[src/include/chan_io_defs.svh]
// Summary of operation
// - Activated buffers move words with no program help, paced by the peripheral.
// - Software may request automatic reinitiation when it initiates a channel buffer.
// - A completed buffer in auto reinit mode restarts by itself.
// - Reinit copies the two reinit control words into the active control words.
// - Monitor interrupt with auto reinit fires at every termination and restart.
// - Intercomputer time-out monitor works only in intercomputer mode.
// - Each arrival of the selected counter bit sets the time-out designator.
// - No acknowledge before the next arrival raises time-out, entrance at its register.
// - External index mode takes control words from the peripheral-named location.
// - Absolute addressing requests are answered only in active dual-channel mode.
// - In absolute mode one channel carries the address, the other the data.
// - Four 500 ns control memory cycles run per main memory cycle.
// - Channel logic reaches control memory in its own slots beside instruction flow.
// - Transfers are single 18-bit words or 36-bit words over a pair.
// - Highest-priority pending interrupt is serviced first; software honours or ignores others.
//
`ifndef CHAN_IO_DEFS_SVH
`define CHAN_IO_DEFS_SVH

// ----------------------------------------
// Timing
// ----------------------------------------
`define CLK_PERIOD_NS   100
`define CM_CYCLE_NS     500
`define CM_CYCLE_CLKS   ((`CM_CYCLE_NS + `CLK_PERIOD_NS - 1) / `CLK_PERIOD_NS)
`define CM_PER_MM       4

// ----------------------------------------
// Register offsets
// ----------------------------------------
`define REG_CTRL        4'h0
`define REG_STATUS      4'h1
`define REG_INT_PEND    4'h2
`define REG_INT_HONOR   4'h3
`define REG_CM_ADDR     4'h4
`define REG_CM_DATA     4'h5

// ----------------------------------------
// Control register fields
// ----------------------------------------
`define CTRL_IN_ACT     0
`define CTRL_OUT_ACT    1
`define CTRL_IN_REINIT  2
`define CTRL_OUT_REINIT 3
`define CTRL_MON_EN     4
`define CTRL_DUAL       5
`define CTRL_MODE_LO    6
`define CTRL_MODE_HI    7
`define CTRL_MASK       18'h000ff
`define CTRL_RESET      18'h00000

// ----------------------------------------
// Interrupt bits and entrances
// ----------------------------------------
`define INT_TIMEOUT     0
`define INT_IN_MON      1
`define INT_OUT_MON     2
`define INT_HONOR_RESET 3'h7
`define ENTRY_TIMEOUT   8'h09
`define ENTRY_IN_MON    8'h70
`define ENTRY_OUT_MON   8'h60

// ----------------------------------------
// Control memory layout
// ----------------------------------------
`define CM_DEPTH        64
`define CM_OUT_BCW      6'h20
`define CM_IN_BCW       6'h30
`define CM_IN_REINIT    6'h10
`define CM_OUT_REINIT   6'h12

`endif

[src/include/chan_io_pkg.sv]
package chan_io_pkg;

	typedef enum logic [1:0] {
		NORMAL_MODE                    = 2'b00,
		INTERCOMPUTER_MODE             = 2'b01,
		EXTERNAL_INDEX_MODE            = 2'b10,
		EXTERNAL_ABSOLUTE_ADDRESS_MODE = 2'b11
	} chan_mode_t;

	typedef enum logic [3:0] {
		S_IDLE   = 4'h0,
		S_RD_CUR = 4'h1,
		S_RD_END = 4'h2,
		S_MEM0   = 4'h3,
		S_MEM1   = 4'h4,
		S_MEM2   = 4'h5,
		S_WR_CUR = 4'h6,
		S_RE0    = 4'h7,
		S_RE1    = 4'h8,
		S_ACK    = 4'h9,
		S_DROP   = 4'ha
	} eng_state_t;

endpackage

[src/hw/channel_buffer_io_control.sv]
`timescale 1ns/1ns
`include "chan_io_defs.svh"
module channel_buffer_io_control
	import chan_io_pkg::*;
(
	input  wire logic        clock_i,     // 10 MHz clock
	input  wire logic        resetn_i,    // Async reset, active low
	input  wire logic [3:0]  reg_addr_i,  // Register index
	input  wire logic [17:0] reg_wdata_i, // Register write data
	input  wire logic        reg_wr_i,    // Write strobe
	input  wire logic        reg_rd_i,    // Read strobe
	output logic      [17:0] reg_rdata_o, // Read data, cycle after strobe
	input  wire logic        in_req_i,    // Input request
	input  wire logic [17:0] in_data_i,   // Data channel
	input  wire logic [17:0] in_pair_i,   // Partner: index, address or upper word
	output logic             in_ack_o,    // Input word taken
	input  wire logic        out_req_i,   // Output request
	input  wire logic [17:0] out_sel_i,   // Index or address with output request
	output logic      [17:0] out_data_o,  // Output word
	output logic      [17:0] out_pair_o,  // Output upper word
	output logic             out_ack_o,   // Output word valid
	input  wire logic        resume_i,    // Remote acknowledge
	input  wire logic        rtc_bit_i,   // Wired real-time counter bit
	output logic             mem_en_o,    // Main memory access
	output logic             mem_we_o,    // Main memory write
	output logic      [15:0] mem_addr_o,  // Main memory address
	output logic      [17:0] mem_wdata_o, // Main memory write word
	input  wire logic [17:0] mem_rdata_i, // Main memory read word, next cycle
	output logic             int_req_o,   // Interrupt request
	output logic      [7:0]  int_entry_o  // Entrance address of serviced interrupt
);
	// ----------------------------------------
	// Declarations
	// ----------------------------------------
	logic        slot;
	logic [1:0]  slot_idx;
	logic        eng_slot;
	logic        sw_slot;
	logic [17:0] cm_rd;
	logic [17:0] cm_sw_rd;
	logic        cm_we;
	logic [5:0]  cm_waddr;
	logic [17:0] cm_wdata;
	logic        eng_we;
	logic [5:0]  eng_waddr;
	logic [17:0] eng_wdata;
	logic [5:0]  eng_raddr;

	logic [17:0] ctrl_r,   ctrl_nxt;
	logic [2:0]  pend_r,   pend_nxt;
	logic [2:0]  honor_r,  honor_nxt;
	logic [5:0]  cmadr_r,  cmadr_nxt;
	logic        swp_r,    swp_nxt;
	logic [17:0] swd_r,    swd_nxt;
	logic [17:0] rdata_r,  rdata_nxt;
	logic        rtcp_r,   rtcp_nxt;
	logic        desig_r,  desig_nxt;

	eng_state_t  state_r,  state_nxt;
	logic        dir_r,    dir_nxt;
	logic [5:0]  base_r,   base_nxt;
	logic [17:0] cur_r,    cur_nxt;
	logic [17:0] end_r,    end_nxt;
	logic [17:0] lo_r,     lo_nxt;
	logic [17:0] hi_r,     hi_nxt;
	logic        abs_r,    abs_nxt;
	logic        wide_r,   wide_nxt;

	chan_mode_t  mode;
	logic        dual;
	logic        reinit;
	logic        in_go;
	logic        out_go;
	logic        done_evt;
	logic        clr_act;
	logic        rtc_edge;
	logic        intercomputer;
	logic        timeout_evt;
	logic [17:0] step;
	logic [17:0] next_cur;
	logic [2:0]  live;

	// ----------------------------------------
	// Control memory timing and storage
	// ----------------------------------------
	slot_timer u_slot (
		.clock_i    (clock_i),
		.resetn_i   (resetn_i),
		.slot_o     (slot),
		.slot_idx_o (slot_idx)
	);

	// Slot 0 belongs to the program side; slots 1-3 to the channel
	assign eng_slot = slot && (slot_idx != 2'h0);
	assign sw_slot  = slot && (slot_idx == 2'h0);
	assign cm_we    = eng_we | (swp_r & sw_slot);
	assign cm_waddr = eng_we ? eng_waddr : cmadr_r;
	assign cm_wdata = eng_we ? eng_wdata : swd_r;

	ctl_store u_cm (
		.clock_i (clock_i),
		.we_i    (cm_we),
		.waddr_i (cm_waddr),
		.wdata_i (cm_wdata),
		.raddr_i (eng_raddr),
		.rdata_o (cm_rd),
		.saddr_i (cmadr_r),
		.sdata_o (cm_sw_rd)
	);

	// ----------------------------------------
	// Transfer engine
	// ----------------------------------------
	assign mode     = chan_mode_t'(ctrl_r[`CTRL_MODE_HI:`CTRL_MODE_LO]);
	assign dual     = ctrl_r[`CTRL_DUAL];
	assign reinit   = dir_r ? ctrl_r[`CTRL_OUT_REINIT] : ctrl_r[`CTRL_IN_REINIT];
	assign in_go    = in_req_i && ctrl_r[`CTRL_IN_ACT]
		&& (mode != EXTERNAL_ABSOLUTE_ADDRESS_MODE || dual);
	assign out_go   = out_req_i && ctrl_r[`CTRL_OUT_ACT]
		&& (mode != EXTERNAL_ABSOLUTE_ADDRESS_MODE || dual);
	assign step     = wide_r ? 18'h00002 : 18'h00001;
	assign next_cur = cur_r + step;

	always_comb
	begin
		state_nxt   = state_r;
		dir_nxt     = dir_r;
		base_nxt    = base_r;
		cur_nxt     = cur_r;
		end_nxt     = end_r;
		lo_nxt      = lo_r;
		hi_nxt      = hi_r;
		abs_nxt     = abs_r;
		wide_nxt    = wide_r;
		eng_we      = 1'b0;
		eng_waddr   = base_r;
		eng_wdata   = next_cur;
		eng_raddr   = base_r;
		mem_en_o    = 1'b0;
		mem_we_o    = 1'b0;
		mem_addr_o  = cur_r[15:0];
		mem_wdata_o = lo_r;
		in_ack_o    = 1'b0;
		out_ack_o   = 1'b0;
		done_evt    = 1'b0;
		clr_act     = 1'b0;
		unique case (state_r)
			S_IDLE:
			begin
				// Runs on peripheral request once the buffer is active (absolute mode also needs dual)
				if (in_go || out_go)
				begin
					dir_nxt  = !in_go;
					lo_nxt   = in_data_i;
					hi_nxt   = in_go ? in_pair_i : out_sel_i;
					abs_nxt  = (mode == EXTERNAL_ABSOLUTE_ADDRESS_MODE);
					wide_nxt = dual && (mode == NORMAL_MODE || mode == INTERCOMPUTER_MODE);
					// Index picks the control word pair
					if (mode == EXTERNAL_INDEX_MODE)
						base_nxt = in_go ? in_pair_i[5:0] : out_sel_i[5:0];
					else
						base_nxt = in_go ? `CM_IN_BCW : `CM_OUT_BCW;
					// Partner channel is the absolute address
					cur_nxt   = in_go ? in_pair_i : out_sel_i;
					state_nxt = (mode == EXTERNAL_ABSOLUTE_ADDRESS_MODE) ? S_MEM0 : S_RD_CUR;
				end
			end
			S_RD_CUR:
			begin
				if (eng_slot)
				begin
					cur_nxt   = cm_rd;
					state_nxt = S_RD_END;
				end
			end
			S_RD_END:
			begin
				eng_raddr = base_r + 6'h1;
				if (eng_slot)
				begin
					end_nxt   = cm_rd;
					state_nxt = S_MEM0;
				end
			end
			S_MEM0:
			begin
				mem_en_o  = 1'b1;
				mem_we_o  = !dir_r;
				state_nxt = S_MEM1;
			end
			S_MEM1:
			begin
				if (dir_r)
					lo_nxt = mem_rdata_i;
				mem_en_o    = wide_r;
				mem_we_o    = wide_r && !dir_r;
				mem_addr_o  = cur_r[15:0] + 16'h0001;
				mem_wdata_o = hi_r;
				state_nxt   = wide_r ? S_MEM2 : (abs_r ? S_ACK : S_WR_CUR);
			end
			S_MEM2:
			begin
				if (dir_r)
					hi_nxt = mem_rdata_i;
				state_nxt = abs_r ? S_ACK : S_WR_CUR;
			end
			S_WR_CUR:
			begin
				if (eng_slot)
				begin
					eng_we = 1'b1;
					if (next_cur == end_r)
					begin
						done_evt  = 1'b1;
						clr_act   = !reinit;
						state_nxt = reinit ? S_RE0 : S_ACK;
					end
					else
						state_nxt = S_ACK;
				end
			end
			S_RE0:
			begin
				eng_raddr = dir_r ? `CM_OUT_REINIT : `CM_IN_REINIT;
				eng_wdata = cm_rd;
				if (eng_slot)
				begin
					eng_we    = 1'b1;
					state_nxt = S_RE1;
				end
			end
			S_RE1:
			begin
				eng_raddr = (dir_r ? `CM_OUT_REINIT : `CM_IN_REINIT) + 6'h1;
				eng_waddr = base_r + 6'h1;
				eng_wdata = cm_rd;
				if (eng_slot)
				begin
					eng_we    = 1'b1;
					state_nxt = S_ACK;
				end
			end
			S_ACK:
			begin
				in_ack_o  = !dir_r;
				out_ack_o = dir_r;
				state_nxt = S_DROP;
			end
			S_DROP:
			begin
				if (!(dir_r ? out_req_i : in_req_i))
					state_nxt = S_IDLE;
			end
			default:
				state_nxt = S_IDLE;
		endcase
	end

	// ----------------------------------------
	// Time-out monitor and interrupts
	// ----------------------------------------
	assign intercomputer = (mode == INTERCOMPUTER_MODE);
	assign rtc_edge      = rtc_bit_i && !rtcp_r;
	assign timeout_evt   = rtc_edge && intercomputer && desig_r && !resume_i;
	assign live          = pend_r & honor_r;

	always_comb
	begin
		rtcp_nxt  = rtc_bit_i;
		desig_nxt = desig_r;
		if (resume_i)
			desig_nxt = 1'b0;
		if (rtc_edge)
			desig_nxt = 1'b1;
		if (!intercomputer)
			desig_nxt = 1'b0;

		pend_nxt = pend_r;
		if (reg_wr_i && reg_addr_i == `REG_INT_PEND)
			pend_nxt = pend_r & ~reg_wdata_i[2:0];
		pend_nxt[`INT_TIMEOUT] = pend_nxt[`INT_TIMEOUT] | timeout_evt;
		pend_nxt[`INT_IN_MON]  = pend_nxt[`INT_IN_MON] | (done_evt && !dir_r && ctrl_r[`CTRL_MON_EN]);
		pend_nxt[`INT_OUT_MON] = pend_nxt[`INT_OUT_MON] | (done_evt && dir_r && ctrl_r[`CTRL_MON_EN]);

		// Lowest bit wins; honour mask lets software skip the rest
		int_req_o = |live;
		if (live[`INT_TIMEOUT])
			int_entry_o = `ENTRY_TIMEOUT;
		else if (live[`INT_IN_MON])
			int_entry_o = `ENTRY_IN_MON;
		else if (live[`INT_OUT_MON])
			int_entry_o = `ENTRY_OUT_MON;
		else
			int_entry_o = 8'h00;
	end

	// ----------------------------------------
	// Register port
	// ----------------------------------------
	always_comb
	begin
		ctrl_nxt = ctrl_r;
		if (clr_act)
			ctrl_nxt[dir_r ? `CTRL_OUT_ACT : `CTRL_IN_ACT] = 1'b0;
		// Reinit request rides with the initiating write
		if (reg_wr_i && reg_addr_i == `REG_CTRL)
			ctrl_nxt = reg_wdata_i & `CTRL_MASK;
		honor_nxt = (reg_wr_i && reg_addr_i == `REG_INT_HONOR) ? reg_wdata_i[2:0] : honor_r;
		cmadr_nxt = (reg_wr_i && reg_addr_i == `REG_CM_ADDR) ? reg_wdata_i[5:0] : cmadr_r;
		swp_nxt   = swp_r && !sw_slot;
		swd_nxt   = swd_r;
		if (reg_wr_i && reg_addr_i == `REG_CM_DATA)
		begin
			swp_nxt = 1'b1;
			swd_nxt = reg_wdata_i;
		end
		rdata_nxt = 18'h00000;
		if (reg_rd_i)
		begin
			unique case (reg_addr_i)
				`REG_CTRL:      rdata_nxt = ctrl_r;
				`REG_STATUS:    rdata_nxt = {11'h000, swp_r, desig_r, dir_r, state_r};
				`REG_INT_PEND:  rdata_nxt = {15'h0000, pend_r};
				`REG_INT_HONOR: rdata_nxt = {15'h0000, honor_r};
				`REG_CM_ADDR:   rdata_nxt = {12'h000, cmadr_r};
				`REG_CM_DATA:   rdata_nxt = cm_sw_rd;
				default:        rdata_nxt = 18'h00000;
			endcase
		end
	end

	always_ff @(posedge clock_i or negedge resetn_i)
	begin
		if (!resetn_i)
		begin
			ctrl_r  <= `CTRL_RESET;
			pend_r  <= 3'h0;
			honor_r <= `INT_HONOR_RESET;
			cmadr_r <= 6'h00;
			swp_r   <= 1'b0;
			swd_r   <= 18'h00000;
			rdata_r <= 18'h00000;
			rtcp_r  <= 1'b0;
			desig_r <= 1'b0;
			state_r <= S_IDLE;
			dir_r   <= 1'b0;
			base_r  <= 6'h00;
			cur_r   <= 18'h00000;
			end_r   <= 18'h00000;
			lo_r    <= 18'h00000;
			hi_r    <= 18'h00000;
			abs_r   <= 1'b0;
			wide_r  <= 1'b0;
		end
		else
		begin
			ctrl_r  <= ctrl_nxt;
			pend_r  <= pend_nxt;
			honor_r <= honor_nxt;
			cmadr_r <= cmadr_nxt;
			swp_r   <= swp_nxt;
			swd_r   <= swd_nxt;
			rdata_r <= rdata_nxt;
			rtcp_r  <= rtcp_nxt;
			desig_r <= desig_nxt;
			state_r <= state_nxt;
			dir_r   <= dir_nxt;
			base_r  <= base_nxt;
			cur_r   <= cur_nxt;
			end_r   <= end_nxt;
			lo_r    <= lo_nxt;
			hi_r    <= hi_nxt;
			abs_r   <= abs_nxt;
			wide_r  <= wide_nxt;
		end
	end

	assign reg_rdata_o = rdata_r;
	assign out_data_o  = lo_r;
	assign out_pair_o  = hi_r;
endmodule

[src/hw/ctl_store.sv]
`timescale 1ns/1ns
`include "chan_io_defs.svh"
module ctl_store
(
	input  wire logic        clock_i,  // System clock
	input  wire logic        we_i,     // Write enable
	input  wire logic [5:0]  waddr_i,  // Write index
	input  wire logic [17:0] wdata_i,  // Write word
	input  wire logic [5:0]  raddr_i,  // Channel read index
	output logic      [17:0] rdata_o,  // Channel read word
	input  wire logic [5:0]  saddr_i,  // Software read index
	output logic      [17:0] sdata_o   // Software read word
);
	logic [17:0] mem_r [`CM_DEPTH];

	always_ff @(posedge clock_i)
	begin
		if (we_i)
			mem_r[waddr_i] <= wdata_i;
	end

	assign rdata_o = mem_r[raddr_i];
	assign sdata_o = mem_r[saddr_i];

endmodule

[src/hw/slot_timer.sv]
`timescale 1ns/1ns
`include "chan_io_defs.svh"
module slot_timer
(
	input  wire logic       clock_i,   // System clock
	input  wire logic       resetn_i,  // Async reset, active low
	output logic            slot_o,    // Pulse at end of each control memory cycle
	output logic [1:0]      slot_idx_o // Control memory cycle within main cycle
);
	logic [2:0] cnt_r;
	logic [2:0] cnt_nxt;
	logic [1:0] idx_r;
	logic [1:0] idx_nxt;

	always_comb
	begin
		slot_o  = (cnt_r == 3'(`CM_CYCLE_CLKS - 1));
		cnt_nxt = slot_o ? 3'h0 : cnt_r + 3'h1;
		idx_nxt = slot_o ? idx_r + 2'h1 : idx_r;
	end

	always_ff @(posedge clock_i or negedge resetn_i)
	begin
		if (!resetn_i)
		begin
			cnt_r <= 3'h0;
			idx_r <= 2'h0;
		end
		else
		begin
			cnt_r <= cnt_nxt;
			idx_r <= idx_nxt;
		end
	end

	assign slot_idx_o = idx_r;
endmodule

[config.mk]
export PLATFORM = sky130hd
export DESIGN_NAME = channel_buffer_io_control
export DESIGN_NICKNAME = d
export VERILOG_FILES = /design/src/include/chan_io_pkg.sv /design/src/hw/channel_buffer_io_control.sv /design/src/hw/ctl_store.sv /design/src/hw/slot_timer.sv
export VERILOG_INCLUDE_DIRS = /design/src /design/src/include
export SDC_FILE = /design/constraint.sdc
export NUM_CORES = 2
export LEC_CHECK = 0
export ABC_CLOCK_PERIOD_IN_PS = 5100
export BUFFER_PORTS_ARGS = -buffer_cell sky130_fd_sc_hd__clkbuf_2
export CAP_MARGIN = 15
export CORE_UTILIZATION = 40
export DETAILED_ROUTE_END_ITERATION = 8
export PLACE_DENSITY = 0.6
export REMOVE_ABC_BUFFERS = 1
export SYNTH_ARGS = -nofsm -noshare
export SYNTH_HDL_FRONTEND = slang
export SYNTH_SLANG_ARGS = --single-unit
[constraint.sdc]
create_clock -name clock_i -period 5.1 [get_ports clock_i]
set_input_delay 0.255 -clock clock_i [delete_from_list [all_inputs] [get_ports clock_i]]
set_output_delay 0.255 -clock clock_i [all_outputs]
set_load 0.01 [all_outputs]
==> impl_results.md <==
- Status: complete, no violations
- Max IR drop VDD: approximately 430 µV
- Hold Path Sink: out_pair_o[3]$_DFFE_PN0P_
- Pin count of the biggest net entering global routing: 133
- Num rows: 145
- Post-Synthesis Cell Area: 63600 µm²
- Layout cells sized above 1: about 25%
- DRT iter0 DRCs: 6804
- Initial antenna violation count: 16
- Worst R2R Path Depth: 12
- Max Fclk: 0.198 GHz
- Number of I/O port buffers: 199
- Vias per cell: 6.43
- Die width: ~400 µm
- Critical path arrival: 5.57 ns
- Pwr dens: about 630 nW/µm²
- Seq cells post-synth: 1301
- Total GRT Usage: 28.5%
- Crit end category: flop
- Clock Tree Root: clkbuf_16
- Slew Viols, Final: 0
- Slew @ Worst Pin: 1.29 ns
- Vias: 46816
- Commonest non-fill, non-tap cell in the layout: edfxtp_1
- DRC: 0
- First-pass GRT wire length: between 300000 and 400000 µm
- Clk_lat worst skew: 0.81 ns
- Final worst slack: 0.0476 ns
- Area grow syn2layout: 17.4%
- TritonCTS clock tree: done
- Area after DPL: 68800 µm²
- Total of max-cap violations: 0
- Met1 WL: 85600 µm
- Total chip power: ~47 mW
- Finish-stage setup viols: 0
- Critical R2R Launch: state_r[2]$_DFFE_PN0P_
- Hold path depth: 5
- Num CTS Buffers: around 140
- Pre-CTS WS: -0.233 ns
- CP startpoint kind: flop
- Post-route cell area: 74600 µm²
- Fin crit share: 99.1%
- Hold Violations, Final: 0
- Post-synthesis sequential area ratio: 60.3%
- Metal2 WL: 105000 µm
- Drt first pass iters: 6
- Clock Path Buffers: 3
- Clk slew on worst S/H paths: about 0.06 ns
- Syn avg cell area: 13.5 µm²
- Total Wirelength: 233000 µm
- Cell count after synthesis: between 4000 and 5000
- Flop2flop setup slack: 0.05 ns
- Synthesis Warnings: 0
- Synth Flop Type: edfxtp_1
- Final HPWL DP: 149000 µm
- Met3 routed wirelength: about 27000 µm
- Yosys cell types: 84
- HP Start: in_pair_i[3]
- Placed Instances: 6898
- CTS H-Tree Depth: 4
- Vias in the first global route: 45282
- Post-layout util: 47.6%
- Most frequent cells in the layout: edfxtp_1, nand2_1, mux4_2
- Final ANT Viol Nets: 0
- Fraction of registers with async set/reset: 11.5%
- Reg2reg end: u_cm.mem_r[34][17]$_DFFE_PP_
- Worst Hold Class: primary input to flop
- Fill cell count: 13451
- CP Max Fanout: 34
- Drt wl/cell: 32.0 µm
- Non-Filler Instances: slightly above 7000
- DR top layer: met5
- Clock sinks: 1301
- Layout Nets: about 5200
- Clock Skew: 0.0306 ns
- EDFF count, synth: 1152
- Overall die area: 161000 µm²
- Critical path class: flop to flop
- Top-Level Pins: 203
- Slew Limit Headroom: 13.1%
- Min cycle time layout: 5.05 ns
- Starting Density: 40.5%
- Die outline height: 401 µm
- Min Hold Slack: 0.0444 ns
- Gr ovfl total: 0
- CP required: 5.61 ns
- Total negative setup slack: 0 ns
- Final GP Congestion: 0.990
- RSZ-0062 raised after global routing: false
- P_leak: 25.9 nW
- Core area: 157000 µm²
==> how the worst max path moves through the flow <==
stage / from / endpoint / slack, ns / cells past startpoint
4_1_cts: base_r[0]$_DFFE_PN0P_ / u_cm.mem_r[33][9]$_DFFE_PP_ / 0.04 / 14
3_3_place_gp: base_r[0]$_DFFE_PN0P_ / u_cm.mem_r[35][9]$_DFFE_PP_ / -0.23 / 14
6_report: state_r[2]$_DFFE_PN0P_ / u_cm.mem_r[34][17]$_DFFE_PP_ / 0.05 / 12
5_1_grt: state_r[2]$_DFFE_PN0P_ / u_cm.mem_r[34][17]$_DFFE_PP_ / 0.01 / 12
2_1_floorplan: state_r[2]$_DFFE_PN0P_ / u_cm.mem_r[0][14]$_DFFE_PP_ / -8.65 / 9
3_5_place_dp: base_r[0]$_DFFE_PN0P_ / u_cm.mem_r[34][9]$_DFFE_PP_ / -0.23 / 14
==> worst max-delay path: stages, from the launching register on <==
cell and delay, ns:
dfrtp_1 0.54, or4b_1 0.58, or3_1 0.61, nand3_2 0.39
buf_12 0.23, buf_4 0.16, a311oi_1 0.04, nor4_1 0.34
buf_4 0.21, a2bb2oi_1 0.57, nand2_1 0.13, a22o_2 0.55
buf_4 0.37
==> power breakdown <==
| group | switching [mW] | internal [mW] | leakage (nW) |
|---|---|---|---|
| Sequential | 0.740 | 13.9 | 12.3 |
| Clock | 4.39 | 5.96 | 2.25 |
| Combinational | 14.9 | 7.09 | 11.4 |
| Total | 20.0 | 27.0 | 25.9 |
==> synthesized netlist by cell type (all sizes together), types with 7 or more instances <==
library cell	instances	share of area, %
ha	7	0.14
nor4	34	0.33
a211oi	131	1.6
nand2	994	5.9
nor2b	17	0.17
a311oi	144	2.0
and3	143	1.4
a41o	10	0.16
dfrtp	146	5.7
a21o	18	0.21
mux4	380	13
a2bb2oi	12	0.17
nand4	31	0.30
inv	23	0.14
a31oi	69	0.68
o31a	33	0.45
or4b	14	0.22
nor3	18	0.16
o21a	26	0.31
nand3	299	2.4
mux2	83	1.5
edfxtp	1152	54
a22o	9	0.12
xor2	22	0.30
mux2i	43	0.68
nor2	153	0.92
o21ai	97	0.78
o211ai	35	0.41
clkbuf	208	1.2
xnor2	33	0.45
a21oi	36	0.28
a32oi	15	0.21
a21boi	11	0.13
a22oi	9	0.11
buf	187	1.4
==> cell families after synthesis <==
logic type / count (synthesis) / synth area share [%]
adders and majority gates: 8 / 0.169
DFF: 1301 / 60.3
and+or+nand+nor: 1738 / 12.2
AOI/OAI and AO/OA: 696 / 8.13
other: 1 / 0.00590
muxes: 506 / 15.6
buffers and inverters: 418 / 2.76
xor gates and xnor gates: 58 / 0.866
==> cell type report <==
class                   instances  area (µm²)  share of cell area, %
multi-input cells            3009       23800                   31.9
flip-flops and latches       1301       38300                   51.4
clock inverters                79         751                   1.01
inverters                      23        86.3                  0.116
well taps                    2058        2570                   3.45
repair buffers                619        5150                   6.90
diodes                          7        17.5                 0.0235
clock buffers                 183        3880                   5.20
==> state kept, by name, summed over array words and instances, names as in the netlist, 2 cells and up <==
signal	count
cmadr_r	6
swd_r	18
ctrl_r	8
u_cm.mem_r	1152
pend_r	3
end_r	18
honor_r	3
u_slot.cnt_r	3
out_data_o	18
out_pair_o	18
reg_rdata_o	18
state_r	4
base_r	6
u_slot.slot_idx_o	2
cur_r	18
==> what timing repair did <==
action	4_1_cts	5_1_grt
hold buffers	109	0
resized for setup	1	3
endpoints found under the setup margin	65	240
pin swaps	0	2
setup buffers	0	3
hold endpoints to repair	164	0
==> per-layer routing <==
| layer | GRT usage (%) | up-vias |
|---|---|---|
| li1 | - | 19237 |
| met1 | 37.0 | 23738 |
| met2 | 43.6 | 3171 |
| met3 | 7.23 | 658 |
| met4 | 16.4 | 12 |
| met5 | 0 | - |
(Power assumes the default switching activity.)
